### config.mk
export PLATFORM = sky130hd
export DESIGN_NAME = fcs_scanner
export DESIGN_NICKNAME = d
export VERILOG_FILES = /design/src/hdl/fcs_scanner.v
export VERILOG_INCLUDE_DIRS = /design/src /design/src/hdl
export SDC_FILE = /design/constraint.sdc
export NUM_CORES = 1
export LEC_CHECK = 0
export BUFFER_PORTS_ARGS = -buffer_cell sky130_fd_sc_hd__buf_2
export CORE_MARGIN = 2
export CORE_UTILIZATION = 52
export CTS_CLUSTER_SIZE = 8
export DETAILED_ROUTE_END_ITERATION = 8
export PLACE_DENSITY_LB_ADDON = 0.05
export SYNTH_ARGS = -nofsm -noshare
export SYNTH_HDL_FRONTEND = slang
export SYNTH_SLANG_ARGS = --single-unit
### constraint.sdc
create_clock -name mclk -period 6.1 [get_ports mclk]
set_clock_uncertainty 0.2 [all_clocks]
set_input_delay 0.61 -clock mclk [delete_from_list [all_inputs] [get_ports mclk]]
set_output_delay 0.61 -clock mclk [all_outputs]
set_load 0.01 [all_outputs]
### src/hdl/fcs_regs.vh
`ifndef FCS_REGS_VH
`define FCS_REGS_VH
// --------------------------------------------------------------------
// register indices and byte addresses
// --------------------------------------------------------------------
`define FCS_IDX_CTRL_FIRST 6'h00
`define FCS_IDX_CTRL_SECOND 6'h01
`define FCS_IDX_STATUS 6'h02
`define FCS_ADDR_CTRL_FIRST {`FCS_IDX_CTRL_FIRST, 2'h0}
`define FCS_ADDR_CTRL_SECOND {`FCS_IDX_CTRL_SECOND, 2'h0}
`define FCS_ADDR_STATUS {`FCS_IDX_STATUS, 2'h0}
// --------------------------------------------------------------------
// field positions
// --------------------------------------------------------------------
`define FCS_BIT_ENABLE 0
`define FCS_BIT_FAULT_NMI_ENABLE 1
`define FCS_BIT_RESET 7
`define FCS_BIT_BUSY 0
`define FCS_BIT_OK 1
// --------------------------------------------------------------------
// section select codes and start-up fuse code
// --------------------------------------------------------------------
`define FCS_SEC_FLASH 2'h0
`define FCS_SEC_BOOT_APP 2'h1
`define FCS_SEC_BOOT 2'h2
`define FCS_FUSE_NO_SCAN 2'h3
// --------------------------------------------------------------------
// checksum constants and timing
// --------------------------------------------------------------------
`define FCS_POLY16 32'h00001021
`define FCS_POLY32 32'h04C11DB7
`define FCS_CRC_INIT16 32'h0000FFFF
`define FCS_CRC_INIT32 32'hFFFFFFFF
`define FCS_START_DELAY 2'h3
`define FCS_REF_LEN16 2'h2
`define FCS_REF_LEN32 3'h4
`endif

### src/hdl/fcs_scanner.v
// Implementation choices: the placing of the registers and register access over Avalon-MM.
`timescale 1ns/1ns
`include "fcs_regs.vh"
// Notes on behaviour
// - section select written first; scan starts three cycles after enable, CPU keeps running.
// - 16 or 32 bit checksum chosen by fuse input, not by a register.
// - fuse-configured start-up scan runs before CPU start; failure keeps CPU held.
// - after pass CPU runs, enable reads 1, section shows scanned area, pass 1.
// - after start-up failure CPU held, enable 1, section shown, pass 0.
// - during a scan the scanner owns flash and stalls the CPU.
// - each 16-bit flash fetch of the scanner takes three cycles.
// - 16-bit mode polynomial x16+x12+x5+1.
// - 32-bit mode uses the Ethernet polynomial.
// - bytes processed one at a time from address 0, one update per byte.
// - each byte enters the shift register most significant bit first.
// - running checksum preset to all ones at every scan start.
// - coverage is whole flash, boot only, or boot plus application.
// - busy set while scanning; pass flag shows checksum match.
// - mismatch raises non-maskable interrupt request when enabled.
// - section codes 0 whole flash, 1 boot plus app, 2 boot, 3 reserved.
// - interrupt enable stays set until system reset; the reset strobe leaves it set.
// - in CPU sleep the scanner pauses and resumes on wake.
// - enable stays 1 after scan; writing 1 restarts unless an nmi request is pending, writing 0 ignored.
module fcs_scanner #(
  parameter AW = 16
) (
  // clock and reset
  input wire mclk,
  input wire rst,
  // avalon-mm slave
  input wire [7:0] avs_address,
  input wire avs_read,
  input wire avs_write,
  input wire [31:0] avs_writedata,
  output reg [31:0] avs_readdata,
  output reg avs_waitrequest,
  // fuses
  input wire fuse_crc32,
  input wire [1:0] fuse_scan_source,
  input wire [AW-1:0] boot_section_last_byte,
  input wire [AW-1:0] app_section_last_byte,
  input wire [AW-1:0] flash_last_byte,
  // flash read port
  output reg flash_rd,
  output reg [AW-2:0] flash_word_addr,
  input wire [15:0] flash_rdata,
  // cpu
  input wire cpu_sleep,
  output reg cpu_stall,
  output reg cpu_hold,
  output reg nmi_req
);
  // ------------------------------------------------------------------
  // states
  // ------------------------------------------------------------------
  localparam [2:0] ST_INIT = 3'h0;
  localparam [2:0] ST_IDLE = 3'h1;
  localparam [2:0] ST_DELAY = 3'h2;
  localparam [2:0] ST_F0 = 3'h3;
  localparam [2:0] ST_F1 = 3'h4;
  localparam [2:0] ST_F2 = 3'h5;

  reg [2:0] state_ff, nxt_state;
  reg [1:0] dly_ff, nxt_dly;
  reg en_ff, nxt_en;
  reg fault_nmi_enable_ff, nxt_fault_nmi_enable;
  reg [1:0] sect_ff, nxt_sect;
  reg busy_ff, nxt_busy;
  reg ok_ff, nxt_ok;
  reg [31:0] crc_ff, nxt_crc;
  reg [31:0] ref_ff, nxt_ref;
  reg [AW-1:0] baddr_ff, nxt_baddr;
  reg [AW-1:0] last_ff, nxt_last;
  reg [7:0] hi_ff, nxt_hi;
  reg w32_ff, nxt_w32;
  reg startup_ff, nxt_startup;
  reg nxt_hold, nxt_stall, nxt_nmi, nxt_frd;
  reg [AW-2:0] nxt_faddr;
  reg [31:0] nxt_rdata;
  reg nxt_wait;
  reg go;
  reg [7:0] cur_byte;
  reg [AW-1:0] ref_start;
  reg match;

  wire wr_go = avs_write && !avs_waitrequest;
  wire [5:0] reg_idx = avs_address[7:2];

  // ------------------------------------------------------------------
  // one byte through the shift register, msb first
  // ------------------------------------------------------------------
  function [31:0] crc_step;
    input [31:0] c;
    input [7:0] d;
    input w32;
    integer i;
    reg fb;
    reg [31:0] r;
    begin
      r = c;
      for (i = 7; i >= 0; i = i - 1) begin
        fb = (w32 ? r[31] : r[15]) ^ d[i];
        r = {r[30:0], 1'b0};
        if (fb) begin
          r = r ^ (w32 ? `FCS_POLY32 : `FCS_POLY16);
        end
      end
      if (!w32) begin
        r[31:16] = 16'h0000;
      end
      crc_step = r;
    end
  endfunction

  // ------------------------------------------------------------------
  // next-state logic
  // ------------------------------------------------------------------
  always @* begin
    nxt_state = state_ff;
    nxt_dly = dly_ff;
    nxt_en = en_ff;
    nxt_fault_nmi_enable = fault_nmi_enable_ff;
    nxt_sect = sect_ff;
    nxt_busy = busy_ff;
    nxt_ok = ok_ff;
    nxt_crc = crc_ff;
    nxt_ref = ref_ff;
    nxt_baddr = baddr_ff;
    nxt_last = last_ff;
    nxt_hi = hi_ff;
    nxt_w32 = w32_ff;
    nxt_startup = startup_ff;
    nxt_hold = cpu_hold;
    nxt_stall = cpu_stall;
    nxt_nmi = nmi_req;
    nxt_frd = 1'b0;
    nxt_faddr = flash_word_addr;
    go = 1'b0;
    cur_byte = (state_ff == ST_F2) ? hi_ff : flash_rdata[7:0];
    ref_start = last_ff - (w32_ff ? {{(AW-3){1'b0}}, 3'h3} : {{(AW-1){1'b0}}, 1'b1});
    match = 1'b0;
    if (cpu_sleep && state_ff != ST_INIT && state_ff != ST_IDLE) begin
      // flash data lasts one cycle: refetch the word on wake
      if (state_ff == ST_F0 || state_ff == ST_F1) begin
        nxt_state = ST_F0;
        nxt_frd = 1'b1;
      end
    end else begin
      case (state_ff)
        ST_INIT: begin
          if (fuse_scan_source != `FCS_FUSE_NO_SCAN) begin
            nxt_sect = fuse_scan_source;
            nxt_en = 1'b1;
            nxt_busy = 1'b1;
            nxt_startup = 1'b1;
            go = 1'b1;
          end else begin
            nxt_hold = 1'b0;
            nxt_state = ST_IDLE;
          end
        end
        ST_IDLE: begin
          nxt_state = ST_IDLE;
        end
        ST_DELAY: begin
          nxt_dly = dly_ff + 2'h1;
          if (dly_ff == `FCS_START_DELAY - 2'h1) begin
            go = 1'b1;
          end
        end
        ST_F0: begin
          nxt_state = ST_F1;
        end
        ST_F1, ST_F2: begin
          if (state_ff == ST_F1) begin
            nxt_hi = flash_rdata[15:8];
          end
          if (baddr_ff >= ref_start) begin
            if (w32_ff) begin
              nxt_ref = {cur_byte, ref_ff[31:8]};
            end else begin
              nxt_ref = {16'h0000, ref_ff[7:0], cur_byte};
            end
          end else begin
            nxt_crc = crc_step(crc_ff, cur_byte, w32_ff);
          end
          if (baddr_ff == last_ff) begin
            match = (nxt_ref == crc_ff);
            nxt_ok = match;
            nxt_busy = 1'b0;
            nxt_stall = 1'b0;
            nxt_state = ST_IDLE;
            nxt_startup = 1'b0;
            if (!match && fault_nmi_enable_ff) begin
              nxt_nmi = 1'b1;
            end
            if (startup_ff) begin
              nxt_hold = !match;
            end
          end else begin
            nxt_baddr = baddr_ff + {{(AW-1){1'b0}}, 1'b1};
            if (state_ff == ST_F1) begin
              nxt_state = ST_F2;
            end else begin
              nxt_state = ST_F0;
              nxt_frd = 1'b1;
              nxt_faddr = flash_word_addr + {{(AW-2){1'b0}}, 1'b1};
            end
          end
        end
        default: begin
          nxt_state = ST_IDLE;
        end
      endcase
    end
    // bus writes
    if (wr_go && !nmi_req) begin
      if (reg_idx == `FCS_IDX_CTRL_FIRST) begin
        if (avs_writedata[`FCS_BIT_FAULT_NMI_ENABLE] && !busy_ff) begin
          nxt_fault_nmi_enable = 1'b1;
        end
        if (avs_writedata[`FCS_BIT_RESET] && (!fault_nmi_enable_ff || !busy_ff)) begin
          nxt_en = 1'b0;
          nxt_sect = `FCS_SEC_FLASH;
          nxt_busy = 1'b0;
          nxt_ok = 1'b0;
          nxt_stall = 1'b0;
          nxt_frd = 1'b0;
          nxt_state = ST_IDLE;
          go = 1'b0;
        end else if (avs_writedata[`FCS_BIT_ENABLE]) begin
          nxt_en = 1'b1;
          nxt_busy = 1'b1;
          nxt_stall = 1'b0;
          nxt_frd = 1'b0;
          nxt_dly = 2'h0;
          nxt_state = ST_DELAY;
          go = 1'b0;
        end
      end
      if (reg_idx == `FCS_IDX_CTRL_SECOND && !busy_ff) begin
        nxt_sect = avs_writedata[1:0];
      end
    end
    // scan start
    if (go) begin
      nxt_state = ST_F0;
      nxt_w32 = fuse_crc32;
      nxt_crc = fuse_crc32 ? `FCS_CRC_INIT32 : `FCS_CRC_INIT16;
      nxt_ref = 32'h00000000;
      nxt_baddr = {AW{1'b0}};
      nxt_faddr = {(AW-1){1'b0}};
      nxt_frd = 1'b1;
      nxt_stall = 1'b1;
      case (nxt_sect)
        `FCS_SEC_BOOT: nxt_last = boot_section_last_byte;
        `FCS_SEC_BOOT_APP: nxt_last = app_section_last_byte;
        default: nxt_last = flash_last_byte;
      endcase
    end
    // bus answer
    nxt_wait = !((avs_read || avs_write) && avs_waitrequest);
    nxt_rdata = 32'h00000000;
    if (avs_read && avs_waitrequest) begin
      if (reg_idx == `FCS_IDX_CTRL_FIRST) begin
        nxt_rdata[`FCS_BIT_ENABLE] = en_ff;
        nxt_rdata[`FCS_BIT_FAULT_NMI_ENABLE] = fault_nmi_enable_ff;
      end else if (reg_idx == `FCS_IDX_CTRL_SECOND) begin
        nxt_rdata[1:0] = sect_ff;
      end else if (reg_idx == `FCS_IDX_STATUS) begin
        nxt_rdata[`FCS_BIT_BUSY] = busy_ff;
        nxt_rdata[`FCS_BIT_OK] = ok_ff;
      end
    end
  end

  // ------------------------------------------------------------------
  // registers
  // ------------------------------------------------------------------
  always @(posedge mclk or posedge rst) begin
    if (rst) begin
      state_ff <= ST_INIT;
      dly_ff <= 2'h0;
      en_ff <= 1'b0;
      fault_nmi_enable_ff <= 1'b0;
      sect_ff <= 2'h0;
      busy_ff <= 1'b0;
      ok_ff <= 1'b0;
      crc_ff <= 32'h00000000;
      ref_ff <= 32'h00000000;
      baddr_ff <= {AW{1'b0}};
      last_ff <= {AW{1'b0}};
      hi_ff <= 8'h00;
      w32_ff <= 1'b0;
      startup_ff <= 1'b0;
      cpu_hold <= 1'b1;
      cpu_stall <= 1'b0;
      nmi_req <= 1'b0;
      flash_rd <= 1'b0;
      flash_word_addr <= {(AW-1){1'b0}};
      avs_readdata <= 32'h00000000;
      avs_waitrequest <= 1'b1;
    end else begin
      state_ff <= nxt_state;
      dly_ff <= nxt_dly;
      en_ff <= nxt_en;
      fault_nmi_enable_ff <= nxt_fault_nmi_enable;
      sect_ff <= nxt_sect;
      busy_ff <= nxt_busy;
      ok_ff <= nxt_ok;
      crc_ff <= nxt_crc;
      ref_ff <= nxt_ref;
      baddr_ff <= nxt_baddr;
      last_ff <= nxt_last;
      hi_ff <= nxt_hi;
      w32_ff <= nxt_w32;
      startup_ff <= nxt_startup;
      cpu_hold <= nxt_hold;
      cpu_stall <= nxt_stall;
      nmi_req <= nxt_nmi;
      flash_rd <= nxt_frd;
      flash_word_addr <= nxt_faddr;
      avs_readdata <= nxt_rdata;
      avs_waitrequest <= nxt_wait;
    end
  end
endmodule

==> results.json <==
{
  "dpl_cell_area_um2": 10300,
  "synth_area_leaders": "dfrtp_1 (35%), xnor2_1 (8.1%), xor2_1 (5.5%)",
  "fin_area_um2": 11000,
  "cts_made_buffers": 17,
  "coreArea_um2": 18600,
  "ff2ff_setup_slack_ps": 610,
  "status": "finished, final reports clean",
  "clkTransAtPathRegs_ps": 60,
  "cts_tree": "built",
  "synth-edff-count": 0,
  "ys_seq_area_frac": 0.355,
  "grt_pass1_wl_mm": 43.3,
  "ir_drop_mv": 0.796,
  "utilization": 0.591,
  "async_reset_ff_frac": 1.00,
  "wl_per_cell_um": 19.4,
  "reg2reg_depth": 16,
  "cts_resized": 0,
  "critPathKind": "register to register",
  "synthTopCellsByCount": "dfrtp_1 (137), o21ai_0 (92), xnor2_1 (91), nand2_1 (90), nor2_1 (85)",
  "hp-start": "avs_read",
  "insertion_delay_ps": 430,
  "ys_ff_latch": 139,
  "max_freq_ghz": 0.182,
  "drtIter0Drc": 687,
  "yosysMostFrequentCell": "dfrtp_1",
  "final.setup.tns_ps": 0,
  "whs_endpoint": "avs_waitrequest",
  "synth_top_area_frac": 0.350,
  "start_util": 0.528,
  "track_usage": 0.280,
  "diodes": 0,
  "hold_depth": 2,
  "period_share": 0.899,
  "wl_mm": 27.5,
  "drt_pass1_iterations": 7,
  "pin_count": 164,
  "r2r-start": "last_ff[1]",
  "final_nets": 1308,
  "worstPathCellList": "ha_1, a21oi_1, nand2_1, nor4_2, nand3b_1, xor2_1, ha_1, a21oi_1, o21ai_0, a2111oi_0, o21ai_1, nand2_1, o31ai_1, a2111oi_0, nand4_1, a31o_2",
  "critPathTopFamily": "compound AO/OA/AOI/OAI gates",
  "grt_start_max_net_pins": 108,
  "worstPathMaxFanout": 7,
  "routed-via-count": 8358,
  "dp_hpwl_mm": 19.9,
  "crit_arrival_ps": 5600,
  "hp-class": "input pin to register",
  "synth_area_leader_cell": "dfrtp_1",
  "synth-main-ff-cell": "dfrtp_1",
  "drive_above_1_share": 0.161,
  "slew_violations": 0,
  "overflow": 0,
  "hold_buffers": 0,
  "io_buffers": 102,
  "crit_buf_inv": 0,
  "max_stage_delay_ps": 770,
  "dieWidth_um": 141,
  "worstSetupStartpointType": "register",
  "num_rows": 50,
  "ys_types": 76,
  "post_cts_buffers": 0,
  "viasPerCell": 5.89,
  "p_leak_nw": 4.75,
  "power.density_nw_per_um2": 645,
  "die_h_um": 141,
  "grt_pass1_vias": 7772,
  "post-route-drc-count": 0,
  "drv_cap": 0,
  "synth-warning-count": 0,
  "die_area_um2": 20000,
  "relSlewSlack": 0.340,
  "antenna_found_initial": 0,
  "critPathRequiredTime_ps": 6220,
  "rr_endpoint": "nmi_req",
  "clock_path_buffers": 2,
  "postRouteAntennaNets": 0,
  "syn_to_final_growth_pct": 12.0,
  "postSynthAreaPerCell_um2": 8.86,
  "cts_sinks": 139,
  "syn_inst": 1107,
  "period_needed_ps": 5490,
  "cts_root_buf": "clkbuf_16",
  "cts.htree.levels": 4,
  "setup_viol": 0,
  "place_congestion": 0.933,
  "final_hold_viol_count": 0,
  "worstSetupEndpointType": "register",
  "p_total_mw": 7.09,
  "syn_area_um2": 9810,
  "tightest_slew_ps": 989,
  "cp_slowest_cell": "a2111oi_0",
  "grt_setup_unrepaired": "no"
}
-- per-stage QoR --
step           hold WS (ps)  setup slack [ps]  std cells
6_report                152               614       1420
5_1_grt                 153               132       1420
4_1_cts                 133               231       1420
3_5_place_dp            285               278       1388
3_3_place_gp            268               455       1388
2_1_floorplan           269               248       1136
-- logic make-up after synthesis --
group	share of synthesized area
DFF	0.355
adders and majority gates	0.0301
and+or+nand+nor	0.164
other	0.000382
AOI/OAI and AO/OA	0.180
muxes	0.0499
buffers and inverters	0.0652
xor gates and xnor gates	0.155
-- cell usage in the layout, fill, tap and decap left out, types with 7 or more instances in the layout --
cell type / n
dfrtp_1: 136
nand2_1: 88
nand4_1: 17
nor3_1: 17
conb_1: 30
o21ai_0: 92
o22ai_1: 16
inv_1: 38
a211oi_1: 8
nor2b_1: 11
xor2_1: 62
nand3_1: 45
nor4_1: 19
clkbuf_16: 17
buf_4: 9
or3_1: 9
xnor2_1: 91
mux2i_4: 7
mux2_2: 14
buf_2: 102
a22oi_1: 17
ha_1: 22
a31oi_1: 18
a21oi_1: 48
o31ai_1: 16
nand2b_1: 9
mux2i_1: 16
nor2_1: 84
-- worst max path at each step --
stage	slack (ps)	startpoint	endpoint	cells past startpoint
after CTS	230	last_ff[1]	crc_ff[21]	16
after global placement	450	w32_ff	crc_ff[21]	17
after detailed placement	280	last_ff[1]	crc_ff[21]	16
after floorplan	250	w32_ff	nmi_req	22
final	610	last_ff[1]	nmi_req	16
after global routing	130	last_ff[1]	nmi_req	16
-- report_power, final --
group	switching, mW	leakage, nW	internal (mW)
Clock	0.420	0.324	0.751
Combinational	2.39	2.64	1.91
Sequential	0.449	1.78	1.16
-- per-layer routing --
metal / GRT usage / routed length [µm] / up-vias
met5: 0 / 0 / -
met4: 0.103 / 831 / 0
met3: 0.0550 / 1730 / 59
met2: 0.458 / 13200 / 292
met1: 0.371 / 11700 / 4001
li1: - / - / 4006
-- flip-flops by register name (all words and copies together) (netlist names), 2 cells and up --
register / flops
crc_ff: 32
ref_ff: 32
baddr_ff: 16
last_ff: 16
flash_word_addr: 15
hi_ff: 8
state_ff: 3
avs_readdata: 2
dly_ff: 2
sect_ff: 2
-- final cells by class --
type,count,area [µm²]
clock buffer,19,453
sequential,139,3480
multi-input combinational,864,5810
tap,234,293
fill,1671,7590
inverter,40,155
timing repair buffer,111,578
clock inverter,13,211
(Power assumes the default switching activity.)
